$ cat src/shared/hsc_pkg.sv
// Purpose: constants and types for the halt/standby controller
// Assumes: 100 MHz pclk, apb register map at byte addresses
// Notes:   all timing counts derive from printed times
package hsc_pkg;
  localparam int CLK_PERIOD_NS = 10;
  localparam int IRQ_N         = 8;
  localparam int PORT_W        = 8;
  localparam int ADDR_W        = 8;
  localparam int CNT_W         = 17;

  // register byte addresses
  localparam logic [ADDR_W-1:0] ADDR_LSO_MODE = 8'h00;
  localparam logic [ADDR_W-1:0] ADDR_CTRL     = 8'h04;
  localparam logic [ADDR_W-1:0] ADDR_STATUS   = 8'h08;
  localparam logic [ADDR_W-1:0] ADDR_PORT     = 8'h0c;

  // field positions
  localparam int LSO_STOP_BIT  = 0;
  localparam int CTRL_TMR8_LSO = 0;
  localparam int CTRL_WDT_SYS  = 1;
  localparam int ST_HALTED     = 0;
  localparam int ST_READOUT    = 1;
  localparam int ST_LSO_RUN    = 2;
  localparam int ST_OPT_STOP   = 3;

  // synchroniser bits and their reset levels
  localparam int          PIN_RST_N   = 0;
  localparam int          PIN_OPT     = 1;
  localparam logic [1:0]  PIN_RST_VAL = 2'h1;

  // wake-up delay in cpu clocks
  localparam int WAKE_VEC_MIN   = 11;
  localparam int WAKE_VEC_MAX   = 13;
  localparam int WAKE_NEXT_MIN  = 3;
  localparam int WAKE_NEXT_MAX  = 5;
  localparam int WAKE_VEC_CLKS  = 12;
  localparam int WAKE_NEXT_CLKS = 4;

  // configuration byte readout stop time
  localparam int RO_MIN_US_INT  = 277;
  localparam int RO_MIN_US_XTAL = 276;
  localparam int RO_TYP_US      = 544;
  localparam int RO_MAX_US_INT  = 1075;
  localparam int RO_MAX_US_XTAL = 1074;
  localparam int RO_CYCLES      = RO_TYP_US * 1000 / CLK_PERIOD_NS;

  typedef enum logic [1:0] {
    HSC_READOUT = 2'b00,
    HSC_RUN     = 2'b01,
    HSC_HALT    = 2'b10,
    HSC_WAKE    = 2'b11
  } hsc_state_t;

  typedef struct packed {
    logic tm16;
    logic tmr8;
    logic adc;
    logic lvd;
    logic extint;
    logic poc;
    logic wdt;
  } hsc_periph_t;

  typedef struct packed {
    logic vector;
    logic next_insn;
    logic restart;
  } hsc_wake_t;

  function automatic logic hsc_mapped(input logic [ADDR_W-1:0] a);
    hsc_mapped = (a == ADDR_LSO_MODE) || (a == ADDR_CTRL) ||
                 (a == ADDR_STATUS) || (a == ADDR_PORT);
  endfunction : hsc_mapped
endpackage : hsc_pkg

$ cat src/hsc_seq.sv
// Purpose: halt / wake / readout sequencer
// Assumes: halt_instr and pending come from logic on clk
// Notes:   all outputs are registered
`timescale 1ns/10ps
module hsc_seq
  import hsc_pkg::*;
#(
  parameter int READOUT_CYCLES = RO_CYCLES
) (
  // clock and reset
  input  wire logic       clk,
  input  wire logic       rst_n,
  // cpu side
  input  wire logic       halt_instr,
  input  wire logic       pending,
  input  wire logic       irq_accept,
  input  wire logic       reset_req,
  // status
  output hsc_state_t      state,
  output logic            cpu_run,
  output hsc_wake_t       wake
);
  logic [CNT_W-1:0] cnt;
  logic [CNT_W-1:0] next_cnt;
  hsc_state_t       next_state;
  hsc_wake_t        next_wake;
  logic             next_cpu_run;
  // vector choice is held for the whole wake wait
  logic             cnt_vec;
  logic             next_cnt_vec;

  always_comb begin
    next_state = state;
    next_cnt   = cnt;
    next_wake  = '0;
    case (state)
      HSC_READOUT: begin
        if (cnt == '0) begin
          next_state     = HSC_RUN;
          next_wake.restart = 1'b1;
        end else begin
          next_cnt = cnt - CNT_W'(1);
        end
      end
      HSC_RUN: begin
        if (halt_instr) begin
          next_state = HSC_HALT;
          if (pending) begin
            next_state = HSC_WAKE;
            next_cnt   = irq_accept ? CNT_W'(WAKE_VEC_CLKS - 2) : CNT_W'(WAKE_NEXT_CLKS - 2);
          end
        end
      end
      HSC_HALT: begin
        if (pending) begin
          next_state = HSC_WAKE;
          next_cnt   = irq_accept ? CNT_W'(WAKE_VEC_CLKS - 2) : CNT_W'(WAKE_NEXT_CLKS - 2);
        end
      end
      HSC_WAKE: begin
        if (cnt == '0) begin
          next_state = HSC_RUN;
          if (cnt_vec) next_wake.vector = 1'b1;
          else next_wake.next_insn = 1'b1;
        end else begin
          next_cnt = cnt - CNT_W'(1);
        end
      end
      default: next_state = HSC_READOUT;
    endcase
    if (reset_req) begin
      next_state = HSC_READOUT;
      next_cnt   = CNT_W'(READOUT_CYCLES - 1);
      next_wake  = '0;
    end
    next_cpu_run = (next_state == HSC_RUN);
  end

  always_comb begin
    next_cnt_vec = cnt_vec;
    if (state != HSC_WAKE && next_state == HSC_WAKE) begin
      next_cnt_vec = irq_accept;
    end
  end

  always_ff @(posedge clk or negedge rst_n) begin
    if (!rst_n) begin
      state   <= HSC_READOUT;
      cnt     <= CNT_W'(READOUT_CYCLES - 1);
      wake    <= '0;
      cpu_run <= 1'b0;
      cnt_vec <= 1'b0;
    end else begin
      state   <= next_state;
      cnt     <= next_cnt;
      wake    <= next_wake;
      cpu_run <= next_cpu_run;
      cnt_vec <= next_cnt_vec;
    end
  end
endmodule : hsc_seq

$ cat src/hsc_top.sv
// Purpose: halt low-power control with apb registers
// Assumes: cpu and interrupt logic share pclk; pins are asynchronous
// Notes:   apb answers with one access cycle, no extra waits
`timescale 1ns/10ps
////////////////////////////////////////////////////////////////////////////////
// Summary of operation
// - halt is entered only by the cpu halt instruction.
// - an unmasked request pending at halt entry leaves halt at once.
// - cpu clock is gated off in halt; system oscillator keeps running.
// - port output latch holds its value for the whole halt.
// - 16-bit timer, prescaled 8-bit timer, adc, lvd, ext irq run; poc always.
// - low-speed clocked 8-bit timer runs in halt only while that oscillator runs.
// - system-clocked watchdog stops in halt; selection refused when non-stoppable.
// - low-speed watchdog runs in halt if non-stoppable, stops if stoppable.
// - unmasked request ends halt; masked request keeps halt whatever accept says.
// - wake vectors when accept flag is set, else next instruction.
// - vectored wake runs code 11 to 13 clocks after the request.
// - plain wake runs code 3 to 5 clocks after the request.
// - reset ends halt and restarts at the reset vector.
// - reset readout stop with internal clock is 277 us to 1.075 ms.
// - reset readout stop with crystal clock is 276 us to 1.074 ms.
// - accept flag at zero disables interrupt acknowledgment.
// - oscillator stop bit works only when configuration marks it stoppable.
module hsc_top
  import hsc_pkg::*;
#(
  parameter int READOUT_CYCLES = RO_CYCLES
) (
  // clock and reset
  input  wire logic              pclk,
  input  wire logic              presetn,
  // apb slave
  input  wire logic              psel,
  input  wire logic              penable,
  input  wire logic              pwrite,
  input  wire logic [ADDR_W-1:0] paddr,
  input  wire logic [31:0]       pwdata,
  output logic      [31:0]       prdata,
  output logic                   pready,
  output logic                   pslverr,
  // cpu and interrupt logic
  input  wire logic              halt_instr,
  input  wire logic              global_irq_accept,
  input  wire logic [IRQ_N-1:0]  irq_req,
  input  wire logic [IRQ_N-1:0]  interrupt_mask_flag,
  output logic                   cpu_clk_en,
  output hsc_wake_t              wake,
  // pins
  input  wire logic              reset_pin_n,
  input  wire logic              opt_lso_stoppable_pin,
  // clock and peripheral control
  output logic                   lso_osc_en,
  output hsc_periph_t            periph,
  output logic      [PORT_W-1:0] port_latch
);
  ////////////////////////////////////////////////////////////////////////////
  // pin synchronisers: a change counts once stages two and three agree
  logic [1:0] s1, s2, s3, filt;
  logic [1:0] next_filt;
  logic [1:0] pin_in;
  assign pin_in = {opt_lso_stoppable_pin, reset_pin_n};

  genvar gi;
  generate
    for (gi = 0; gi < 2; gi++) begin : g_filt
      always_comb begin
        next_filt[gi] = (s2[gi] == s3[gi]) ? s3[gi] : filt[gi];
      end
    end
  endgenerate

  always_ff @(posedge pclk or negedge presetn) begin
    if (!presetn) begin
      s1   <= PIN_RST_VAL;
      s2   <= PIN_RST_VAL;
      s3   <= PIN_RST_VAL;
      filt <= PIN_RST_VAL;
    end else begin
      s1   <= pin_in;
      s2   <= s1;
      s3   <= s2;
      filt <= next_filt;
    end
  end

  logic reset_req;
  assign reset_req = !filt[PIN_RST_N];

  ////////////////////////////////////////////////////////////////////////////
  // wake detector
  logic [IRQ_N-1:0] unmasked;
  generate
    for (gi = 0; gi < IRQ_N; gi++) begin : g_irq
      assign unmasked[gi] = irq_req[gi] & ~interrupt_mask_flag[gi];
    end
  endgenerate

  logic pending;
  assign pending = |unmasked;

  hsc_state_t st;
  logic       cpu_run;

  hsc_seq #(
    .READOUT_CYCLES (READOUT_CYCLES)
  ) u_seq (
    .clk        (pclk),
    .rst_n      (presetn),
    .halt_instr (halt_instr),
    .pending    (pending),
    .irq_accept (global_irq_accept),
    .reset_req  (reset_req),
    .state      (st),
    .cpu_run    (cpu_run),
    .wake       (wake)
  );

  assign cpu_clk_en = cpu_run;

  logic halted;
  logic readout;
  assign halted  = (st == HSC_HALT) || (st == HSC_WAKE);
  assign readout = (st == HSC_READOUT);

  ////////////////////////////////////////////////////////////////////////////
  // registers
  logic lso_stop, tmr8_lso, wdt_sys, opt_stop;
  logic next_lso_stop, next_tmr8_lso, next_wdt_sys, next_opt_stop;
  logic [PORT_W-1:0] next_port;
  logic wr;
  assign wr = psel & penable & pready & pwrite & ~pslverr;

  always_comb begin
    next_lso_stop = lso_stop;
    next_tmr8_lso = tmr8_lso;
    next_wdt_sys  = wdt_sys;
    next_port     = port_latch;
    next_opt_stop = opt_stop;
    // configuration byte is taken as readout ends
    if (wake.restart) next_opt_stop = filt[PIN_OPT];
    if (wr) begin
      case (paddr)
        ADDR_LSO_MODE: next_lso_stop = pwdata[LSO_STOP_BIT];
        ADDR_CTRL: begin
          next_tmr8_lso = pwdata[CTRL_TMR8_LSO];
          next_wdt_sys  = pwdata[CTRL_WDT_SYS] & opt_stop;
        end
        ADDR_PORT: if (!halted) next_port = pwdata[PORT_W-1:0];
        default: next_port = port_latch;
      endcase
    end
    if (!next_opt_stop) next_wdt_sys = 1'b0;
  end

  always_ff @(posedge pclk or negedge presetn) begin
    if (!presetn) begin
      lso_stop   <= 1'b0;
      tmr8_lso   <= 1'b0;
      wdt_sys    <= 1'b0;
      opt_stop   <= 1'b0;
      port_latch <= '0;
    end else begin
      lso_stop   <= next_lso_stop;
      tmr8_lso   <= next_tmr8_lso;
      wdt_sys    <= next_wdt_sys;
      opt_stop   <= next_opt_stop;
      port_latch <= next_port;
    end
  end

  ////////////////////////////////////////////////////////////////////////////
  // apb answer, computed in setup, shown in the access cycle
  logic [31:0] next_prdata;
  logic        next_pready, next_pslverr;
  logic        setup;
  logic        lso_run;
  assign setup = psel & ~penable;
  assign lso_run = ~(lso_stop & opt_stop);

  always_comb begin
    next_pready  = setup;
    next_prdata  = '0;
    next_pslverr = setup & (~hsc_mapped(paddr) | (pwrite & (paddr == ADDR_PORT) & halted));
    if (setup & ~pwrite) begin
      case (paddr)
        ADDR_LSO_MODE: next_prdata[LSO_STOP_BIT] = lso_stop;
        ADDR_CTRL: begin
          next_prdata[CTRL_TMR8_LSO] = tmr8_lso;
          next_prdata[CTRL_WDT_SYS]  = wdt_sys;
        end
        ADDR_STATUS: begin
          next_prdata[ST_HALTED]   = halted;
          next_prdata[ST_READOUT]  = readout;
          next_prdata[ST_LSO_RUN]  = lso_run;
          next_prdata[ST_OPT_STOP] = opt_stop;
        end
        ADDR_PORT: next_prdata[PORT_W-1:0] = port_latch;
        default: next_prdata = '0;
      endcase
    end
  end

  always_ff @(posedge pclk or negedge presetn) begin
    if (!presetn) begin
      prdata  <= '0;
      pready  <= 1'b0;
      pslverr <= 1'b0;
    end else begin
      prdata  <= next_prdata;
      pready  <= next_pready;
      pslverr <= next_pslverr;
    end
  end

  ////////////////////////////////////////////////////////////////////////////
  // clock gating of peripherals
  hsc_periph_t next_periph;
  logic        next_lso_en;

  always_comb begin
    next_lso_en        = lso_run;
    next_periph.tm16   = ~readout;
    next_periph.adc    = ~readout;
    next_periph.lvd    = ~readout;
    next_periph.extint = ~readout;
    next_periph.poc    = 1'b1;
    next_periph.tmr8   = ~readout & (~tmr8_lso | lso_run);
    if (wdt_sys) begin
      next_periph.wdt = ~readout & ~halted;
    end else begin
      next_periph.wdt = ~readout & lso_run & ~(halted & opt_stop);
    end
  end

  always_ff @(posedge pclk or negedge presetn) begin
    if (!presetn) begin
      periph     <= '0;
      lso_osc_en <= 1'b0;
    end else begin
      periph     <= next_periph;
      lso_osc_en <= next_lso_en;
    end
  end

  ////////////////////////////////////////////////////////////////////////////
  // checks
  logic [CNT_W-1:0] ro_len;
  always_ff @(posedge pclk or negedge presetn) begin
    if (!presetn) ro_len <= '0;
    else if (readout && !reset_req) ro_len <= ro_len + CNT_W'(1);
    else ro_len <= '0;
  end

  halt_entry_a: assert property (@(posedge pclk) disable iff (!presetn)
    $rose(st == HSC_HALT) |-> $past(halt_instr)) else $error("halt without instruction");
  entry_wake_a: assert property (@(posedge pclk) disable iff (!presetn)
    (st == HSC_RUN && halt_instr && pending && !reset_req) |=> st == HSC_WAKE)
    else $error("pending request did not end halt");
  clk_gate_a: assert property (@(posedge pclk) disable iff (!presetn)
    halted |-> !cpu_clk_en) else $error("cpu clock running in halt");
  port_hold_a: assert property (@(posedge pclk) disable iff (!presetn)
    (halted && $past(halted)) |-> $stable(port_latch)) else $error("port changed in halt");
  periph_run_a: assert property (@(posedge pclk) disable iff (!presetn)
    halted |=> periph.tm16 && periph.adc && periph.lvd && periph.extint && periph.poc)
    else $error("peripheral stopped in halt");
  tmr8_stop_a: assert property (@(posedge pclk) disable iff (!presetn)
    (tmr8_lso && !lso_run) |=> !periph.tmr8) else $error("timer ran without oscillator");
  wdt_sys_a: assert property (@(posedge pclk) disable iff (!presetn)
    (halted && wdt_sys) |=> !periph.wdt) else $error("system watchdog ran in halt");
  wdt_lso_a: assert property (@(posedge pclk) disable iff (!presetn)
    (halted && !wdt_sys && !readout && !opt_stop) |=> periph.wdt)
    else $error("non-stoppable watchdog stopped");
  mask_hold_a: assert property (@(posedge pclk) disable iff (!presetn)
    (st == HSC_HALT && !pending && !reset_req) |=> st == HSC_HALT)
    else $error("halt left without unmasked request");
  wake_vec_a: assert property (@(posedge pclk) disable iff (!presetn)
    (st == HSC_HALT && pending && global_irq_accept && !reset_req
     ##1 !reset_req [*8] ##1 !reset_req [*3]) |=> wake.vector && cpu_clk_en)
    else $error("vectored wake not after 12 clocks");
  wake_next_a: assert property (@(posedge pclk) disable iff (!presetn)
    (st == HSC_HALT && pending && !global_irq_accept && !reset_req
     ##1 !reset_req [*3]) |=> wake.next_insn && cpu_clk_en)
    else $error("plain wake not after 4 clocks");
  reset_end_a: assert property (@(posedge pclk) disable iff (!presetn)
    reset_req |=> st == HSC_READOUT && !cpu_clk_en) else $error("reset did not end halt");
  ro_len_a: assert property (@(posedge pclk) disable iff (!presetn)
    $rose(wake.restart) |-> $past(ro_len) == CNT_W'(READOUT_CYCLES - 1))
    else $error("readout length wrong");
  lso_stop_a: assert property (@(posedge pclk) disable iff (!presetn)
    !opt_stop |=> lso_osc_en) else $error("oscillator stopped while non-stoppable");

  cov_vec_c:  cover property (@(posedge pclk) disable iff (!presetn) wake.vector);
  cov_next_c: cover property (@(posedge pclk) disable iff (!presetn) wake.next_insn);
  cov_rst_c:  cover property (@(posedge pclk) disable iff (!presetn) halted ##1 reset_req);
  cov_err_c:  cover property (@(posedge pclk) disable iff (!presetn) pready && pslverr);
endmodule : hsc_top

$ cat config.mk
export PLATFORM = sky130hd
export DESIGN_NAME = hsc_top
export DESIGN_NICKNAME = d
export VERILOG_FILES = /design/src/shared/hsc_pkg.sv /design/src/hsc_seq.sv /design/src/hsc_top.sv
export SDC_FILE = /design/constraint.sdc
export NUM_CORES = 1
export LEC_CHECK = 0
export ABC_AREA = 0
export CORE_UTILIZATION = 29
export DETAILED_ROUTE_END_ITERATION = 8
export DONT_BUFFER_PORTS = 1
export PLACE_DENSITY = 0.46
export SLEW_MARGIN = 30
export SYNTH_ARGS = -nofsm -noshare
export SYNTH_HDL_FRONTEND = slang
export SYNTH_SLANG_ARGS = --single-unit
$ cat constraint.sdc
create_clock -name pclk -period 2.09 [get_ports pclk]
set_input_delay 0.418 -clock pclk [delete_from_list [all_inputs] [get_ports pclk]]
set_output_delay 0.418 -clock pclk [all_outputs]
set_load 0.01 [all_outputs]
=== Word level (Yosys, flattened, before mapping) ===
Cells that the tools add are included.
W data, S select, Z words.

* ROM bits: 0
* Input bits: 65
* Register bits after elaboration: 59
* Memories: 0
* Memory bits (writable): 0
* Latch bits: 0
* Output and inout port bits: 54

* Shifts and indexed selects: 0
* Bitwise gates (word level): 43
* Equality and inequality tests: 15
* Mux-type cells: 29
* $add $sub $neg: 1
* Divide/modulo/power cells: 0
* Multipliers: 0
* Reductions and logical operators: 15
* $lt $le $gt $ge: 0

{| class="wikitable"
|+ Operators with widths
! cell !! number
|-
| $mux W17 || 4
|-
| $pmux W17 S3 || 1
|-
| $and A1 B1 Y1 || 24
|-
| $logic_not A17 Y1 || 1
|-
| $not A1 Y1 || 17
|-
| $sub A17 B1 Y17 const B || 1
|-
| $eq A8 B4 Y1 const B || 2
|-
| $mux W2 || 6
|-
| $mux W1 || 10
|-
| $eq A8 B3 Y1 const B || 1
|-
| $logic_not A8 Y1 || 1
|-
| $mux W4 || 2
|-
| $mux W8 || 1
|-
| $reduce_and A2 Y1 || 4
|-
| $reduce_or A8 Y1 || 1
|-
| $eq A2 B2 Y1 const B || 3
|-
| $ne A3 B3 Y1 const B || 2
|-
| $pmux W2 S3 || 1
|-
| $eq A2 B1 Y1 const B || 2
|-
| $logic_or A1 B1 Y1 || 4
|-
| $ne A2 B1 Y1 const B || 2
|-
| $pmux W1 S4 || 1
|-
| $pmux W2 S2 || 1
|-
| $mux W3 || 1
|-
| other kinds (8) || 10
|}

=== Logic depth before layout (Yosys ltp) ===
* Depth in word-level cells: 9
* Depth in mapped cells: 8

=== Hierarchy ===
From an unflattened synthesis, not the netlist that was laid out.

* Cells, all modules: 303
* Area total of the unflattened synthesis: 3149.3 µm²

{| class="wikitable"
|+ By module, submodules not included
! module !! cells an instance !! times used !! area an instance (µm²) !! sequential area each (µm²)
|-
| hsc_top || 138 || 1 || 1627.8 || 880.8
|-
| hsc_seq || 165 || 1 || 1521.5 || 614.3
|}

=== Least setup slack after synthesis ===
OpenSTA, ideal clock, no wires.

* Kind: reg-to-reg
* From: register u_seq.state[0]
* To: register u_seq.cnt_vec
* Library setup time: 0.127 ns
* Required time: 1.963 ns
* Cell stages (with the launch flop): 9
* Setup slack: -0.046 ns
* Arrival: 2.008 ns
* Clock period less this slack: 2.136 ns
* Path through: dfrtp_1 > inv_1 > ha_1 > inv_2 > o31ai_1 > a311oi_1 > o211a_1 > nand3b_1 > mux2_1

* Longest elaborated chain between the ends: 6

{| class="wikitable"
|+ Ends and longest elaborated chain
! item !! RTL line !! text
|-
| from (decl) || hsc_seq.sv:19 || <nowiki>output hsc_state_t state,</nowiki>
|-
| from (signal assigned) || hsc_seq.sv:94 || <nowiki>state <= next_state;</nowiki>
|-
| $eq A2 B2 Y1 or $logic_not A2 Y1 (tied branches) || hsc_seq.sv:36 || <nowiki>case (state)</nowiki>
|-
| $reduce_or A2 Y1 (no source line) || n/a ||
|-
| $pmux W2 S3 (*) || hsc_seq.sv:36 ||
|-
| $mux W2 (*) || hsc_seq.sv:71 || <nowiki>if (reset_req) begin</nowiki>
|-
| via u_seq.next_state[0] || hsc_seq.sv:25 || <nowiki>hsc_state_t next_state;</nowiki>
|-
| $eq A2 B2 Y1 (*) || hsc_seq.sv:81 || <nowiki>if (state != HSC_WAKE && next_state == HSC_WAKE) begin</nowiki>
|-
| $logic_and A1 B1 Y1 (*) || hsc_seq.sv:81 ||
|-
| to (signal assigned) || hsc_seq.sv:98 || <nowiki>cnt_vec <= next_cnt_vec;</nowiki>
|-
| to (decl) || hsc_seq.sv:29 || <nowiki>logic cnt_vec;</nowiki>
|}

Mark *: on every way through the listed nets, which the timed path passes. The rest lies on a longest branch.
A chain may end at the register's enable or synchronous reset.

=== Worst setup path in the final report ===
* From: register u_seq.cnt[1]
* To: register u_seq.cnt[13]

* Longest elaborated chain between the ends: 4

{| class="wikitable"
|+ Ends and longest elaborated chain
! item !! RTL line !! text
|-
| from (decl) || hsc_seq.sv:23 || <nowiki>logic [CNT_W-1:0] cnt;</nowiki>
|-
| from (signal assigned) || hsc_seq.sv:89 || <nowiki>cnt <= CNT_W'(READOUT_CYCLES - 1);</nowiki>
|-
| from (signal assigned) || hsc_seq.sv:95 || <nowiki>cnt <= next_cnt;</nowiki>
|-
| $sub A17 B1 Y17 || hsc_seq.sv:42, hsc_seq.sv:66 ||
|-
| $mux W17 || hsc_seq.sv:38, hsc_seq.sv:61 ||
|-
| $pmux W17 S3 || hsc_seq.sv:36 ||
|-
| $mux W17 || hsc_seq.sv:71 ||
|}

Several ways; a longest one is shown, not always the timed one. The select of a mux whose other input is x is not followed.

==> impl_metrics.prom <==
# TYPE chip_impl_metric gauge
chip_impl_metric{name="num_rows",unit=""} 37
chip_impl_metric{name="nNetsFinal",unit=""} 401
chip_impl_metric{name="gp_weighted_congestion",unit=""} 0.7632
chip_impl_metric{name="post-route-worst-setup-slack",unit="ns"} 0.05080
chip_impl_metric{name="initial_core_util",unit="%"} 30.01
chip_impl_info{name="cts-root-buf",value="clkbuf_8"} 1
chip_impl_metric{name="clk_path_buf_depth",unit=""} 2
chip_impl_metric{name="power.density_cell_area",unit="nW/um2"} 714.5
chip_impl_metric{name="clock_latency_reported_for_the_late_side_of_the_worst_skew_pair",unit="ns"} 0.34
chip_impl_metric{name="route.final.wire_length",unit="um"} 6804
chip_impl_metric{name="synthesis.area",unit="um2"} 3098
chip_impl_metric{name="synth_seq_area_share",unit="%"} 48.26
chip_impl_metric{name="hold_viol_final",unit=""} 0
chip_impl_metric{name="ant_nets",unit=""} 0
chip_impl_metric{name="syn_avg_cell_area",unit="um2"} 10.40
chip_impl_metric{name="cp_data_arrival_time",unit="ns"} 2.27
chip_impl_metric{name="layout.area.seq",unit="um2"} 1495
chip_impl_metric{name="floorplan.die.width",unit="um"} 105.4
chip_impl_metric{name="maxClockFrequency",unit="MHz"} 490.4
chip_impl_info{name="timing.hold.worst.class",value="in2reg"} 1
chip_impl_metric{name="die_area",unit="um2"} 11100
chip_impl_metric{name="drive_gt1_share",unit="%"} 31.74
chip_impl_metric{name="die_height",unit="um"} 105.4
chip_impl_metric{name="critical_path_required",unit="ns"} 2.32
chip_impl_metric{name="drc",unit=""} 0
chip_impl_metric{name="max-cap-violations",unit=""} 0
chip_impl_metric{name="syn-instance-count",unit=""} 298
chip_impl_metric{name="dp_hpwl",unit="um"} 4761
chip_impl_metric{name="cts_inserted_buffers",unit=""} 9
chip_impl_metric{name="drt-wirelength-per-cell",unit="um"} 14.48
chip_impl_metric{name="detailedRoute.firstPassIterationCount",unit=""} 4
chip_impl_metric{name="diodes",unit=""} 0
chip_impl_metric{name="path_clk_slew",unit="ns"} 0.07
chip_impl_metric{name="drt-initial-drc-count",unit=""} 76
chip_impl_metric{name="synth-seq-cells",unit=""} 59
chip_impl_metric{name="fill_cells",unit=""} 1028
chip_impl_metric{name="critical_path_maximum_fanout",unit=""} 4
chip_impl_metric{name="synth_simple_gate_area_share",unit="%"} 18.42
chip_impl_info{name="crit_path_top_delay_cell",value="dfstp_2"} 1
chip_impl_info{name="run_status",value="complete, no violations"} 1
chip_impl_info{name="layout.cells.most_common_list",value="dfrtp_1 (44), nor2_1 (26), buf_4 (26), conb_1 (25), nand2_1 (24)"} 1
chip_impl_metric{name="layout_worst_path_cycle_share",unit="%"} 97.57
chip_impl_metric{name="pin_count_of_the_biggest_net_entering_global_routing",unit=""} 60
chip_impl_metric{name="synth_compound_gate_area_share",unit="%"} 14.18
chip_impl_info{name="setup_repair_after_global_routing_missed_its_margin",value="yes"} 1
chip_impl_metric{name="totalPowerFinal",unit="W"} 0.002681
chip_impl_metric{name="synth-adder-area-share",unit="%"} 3.473
chip_impl_info{name="largest_family_of_logic_cells_by_synthesized_area",value="simple AND/OR/NAND/NOR gates"} 1
chip_impl_metric{name="multiInputGateArea",unit="um2"} 1506
chip_impl_metric{name="synth.lib_cells_used.distinct",unit=""} 55
chip_impl_metric{name="htree_num_levels",unit=""} 3
chip_impl_metric{name="timing.final.crit_period",unit="ns"} 2.039
chip_impl_metric{name="synth.mux.area_fraction",unit="%"} 6.381
chip_impl_metric{name="tritoncts_num_sinks",unit=""} 59
chip_impl_metric{name="global_route_wire_length_before_repair",unit="um"} 10980
chip_impl_metric{name="ys.warnings.count",unit=""} 0
chip_impl_metric{name="ios",unit=""} 119
chip_impl_metric{name="core",unit="um2"} 10320
chip_impl_metric{name="crit_path_max_incr_delay",unit="ns"} 0.37
chip_impl_info{name="cp-end-kind",value="flop"} 1
chip_impl_metric{name="port_buffers",unit=""} 0
chip_impl_metric{name="layout-area-overhead-vs-synth",unit="%"} 21.12
chip_impl_info{name="leading_cell_type_in_the_layout_fill_and_taps_excluded",value="dfrtp_1"} 1
chip_impl_metric{name="first_global_vias",unit=""} 2185
chip_impl_metric{name="max_slew_violations",unit=""} 0
chip_impl_metric{name="post_drt_via_cell_ratio",unit=""} 4.691
chip_impl_metric{name="power.leakage",unit="nW"} 1.648
chip_impl_info{name="cell_chain_critical_path",value="inv_2 -> ha_4 -> nor4b_4 -> nand3_2 -> o211a_4 -> a311oi_4 -> clkbuf_16 -> o21ai_2 -> o41ai_2"} 1
chip_impl_metric{name="final.setup_skew",unit="ns"} 0.009203
chip_impl_metric{name="irDropWorstVdd",unit="mV"} 0.3780
chip_impl_info{name="path_class",value="reg2reg"} 1
chip_impl_metric{name="xor_xnor_share_of_the_synthesized_area",unit="%"} 0
chip_impl_metric{name="globalRoute.totalOverflow",unit=""} 0
chip_impl_metric{name="num_vias",unit=""} 2205
chip_impl_metric{name="worst_setup_slack_before_clock_tree_synthesis",unit="ns"} -0.02694
chip_impl_info{name="cts_tree",value="yes"} 1
chip_impl_info{name="cp-start-kind",value="flop"} 1
chip_impl_metric{name="globalRouteTotalUtil",unit="%"} 12.76
chip_impl_metric{name="setup_viol",unit=""} 0
chip_impl_metric{name="antenna_found_initial",unit=""} 0
==> cell families after synthesis <==
logic type               count (synthesis)
AND/OR/NAND/NOR                        105
multiplexers                            17
flip-flops                              59
other                                    2
AO/OA/AOI/OAI                           59
buffers and inverters                   47
adder cells (fa/ha/maj)                  9
==> power breakdown <==
group / leakage [nW] / switching, W / internal [W] / total (W)
sequential: 0.754 / 0.0000197 / 0.00117 / 0.00119
combinational: 0.768 / 0.000107 / 0.0000713 / 0.000179
clock: 0.126 / 0.000481 / 0.000827 / 0.00131
==> final cells by class <==
type | count | share of cell area (%)
Clock buffer | 10 | 3.668
Clock inverter | 6 | 3.001
Inverter | 14 | 1.400
Multi-Input combinational cell | 215 | 40.15
Sequential cell | 59 | 39.85
Tap cell | 136 | 4.535
Timing Repair Buffer | 30 | 7.402
==> cells in the mapped netlist, drive strengths merged <==
| master | count | area share (%) |
|---|---|---|
| nor3 | 8 | 2.1 |
| or3 | 4 | 0.81 |
| o21a | 2 | 0.48 |
| dfstp | 15 | 13 |
| nor2b | 10 | 2.0 |
| buf | 27 | 6.5 |
| o211ai | 5 | 1.4 |
| dfrtp | 44 | 36 |
| a2bb2oi | 1 | 0.28 |
| a21oi | 10 | 1.6 |
| maj3 | 2 | 0.65 |
| a32oi | 1 | 0.28 |
| nand4 | 2 | 0.40 |
| a22o | 1 | 0.28 |
| mux2 | 12 | 4.4 |
| clkbuf | 6 | 0.81 |
| o211a | 2 | 0.89 |
| a2111oi | 2 | 0.97 |
| nor3b | 4 | 0.97 |
| nor2 | 26 | 3.2 |
| o22a | 1 | 0.28 |
| nand2b | 6 | 1.2 |
| nor4 | 3 | 0.61 |
| a311oi | 2 | 1.1 |
| nor4b | 1 | 0.77 |
| o22ai | 1 | 0.20 |
| ha | 7 | 2.8 |
| nand3b | 2 | 0.48 |
| o41ai | 3 | 0.85 |
| a31oi | 2 | 0.40 |
| o21ai | 17 | 2.7 |
| a41oi | 2 | 0.57 |
| mux2i | 4 | 1.3 |
| a21boi | 1 | 0.24 |
| o311ai | 3 | 0.85 |
| o31ai | 3 | 0.73 |
| nand2 | 25 | 3.1 |
| conb | 2 | 0.24 |
| and2 | 6 | 1.2 |
| or2 | 2 | 0.40 |
| nand3 | 6 | 1.1 |
| inv | 14 | 1.7 |
| mux4 | 1 | 0.73 |
==> critical path, delay by kind of cell (launching register included) <==
family	cells	cell delay (ns)
compound gates	4	0.74
buf+inv	2	0.30
flops	1	0.37
simple gates	2	0.41
fa+ha+maj	1	0.12
==> flip-flops by register name, indices dropped and copies added, names as in the netlist, 2 cells and up <==
signal and flops:
u_seq.cnt 17, port_latch 8, prdata 8, periph 4, u_seq.wake 3, filt 2, s1 2, s2 2
s3 2, u_seq.state 2
==> through the flow <==
stage | TNS [ns] | utilization, % | instances | hold slack, ns | area [um2]
floorplan | 0 | - | 321 | 0.1224 | 3197
global placement | -0.008367 | 32.27 | 448 | 0.1236 | 3332
detailed placement | -0.04299 | 32.27 | 448 | 0.1236 | 3332
CTS | 0 | 35.11 | 466 | 0.05594 | 3625
global route | -0.2193 | 36.35 | 470 | 0.05076 | 3752
finish | 0 | 36.35 | 470 | 0.07794 | 3752
==> worst paths after layout <==
check | startpoint | to | slack (ns) | cells past startpoint
worst max register to register | u_seq.cnt[1]$_DFFE_PN1P_ | u_seq.cnt[13]$_DFFE_PN0P_ | 0.05 | 9
max in group asynchronous | presetn | u_seq.cnt[12]$_DFFE_PN1P_ | 1.18 | 2
worst min register to register | s1[1]$_DFF_PN0_ | s2[1]$_DFF_PN0_ | 0.35 | 0
min in group asynchronous | presetn | prdata[0]$_DFF_PN0_ | 0.59 | 2
worst max-delay path | u_seq.cnt[1]$_DFFE_PN1P_ | u_seq.cnt[13]$_DFFE_PN0P_ | 0.05 | 9
worst min-delay path | reset_pin_n | s1[0]$_DFF_PN1_ | 0.08 | 0
==> layer usage <==
layer  GRT usage (%)  share of wire, %  vias up
li1                -                 -     1062
met1           15.24                44     1079
met2           20.86                49       58
met3           5.442               6.6        6
met4           3.622               1.1        0
met5               0                 0        -
==> what timing repair did <==
item | 4_1_cts | 5_1_grt
endpoints found under the hold margin | 59 | 0
hold buffers | 2 | 0
endpoints found under the setup margin | 3 | 9
setup buffers | 0 | 3
cloned | 0 | 1
gates resized for setup | 1 | 18
pin swaps | 0 | 9
Power figures use the tool's default switching activity.
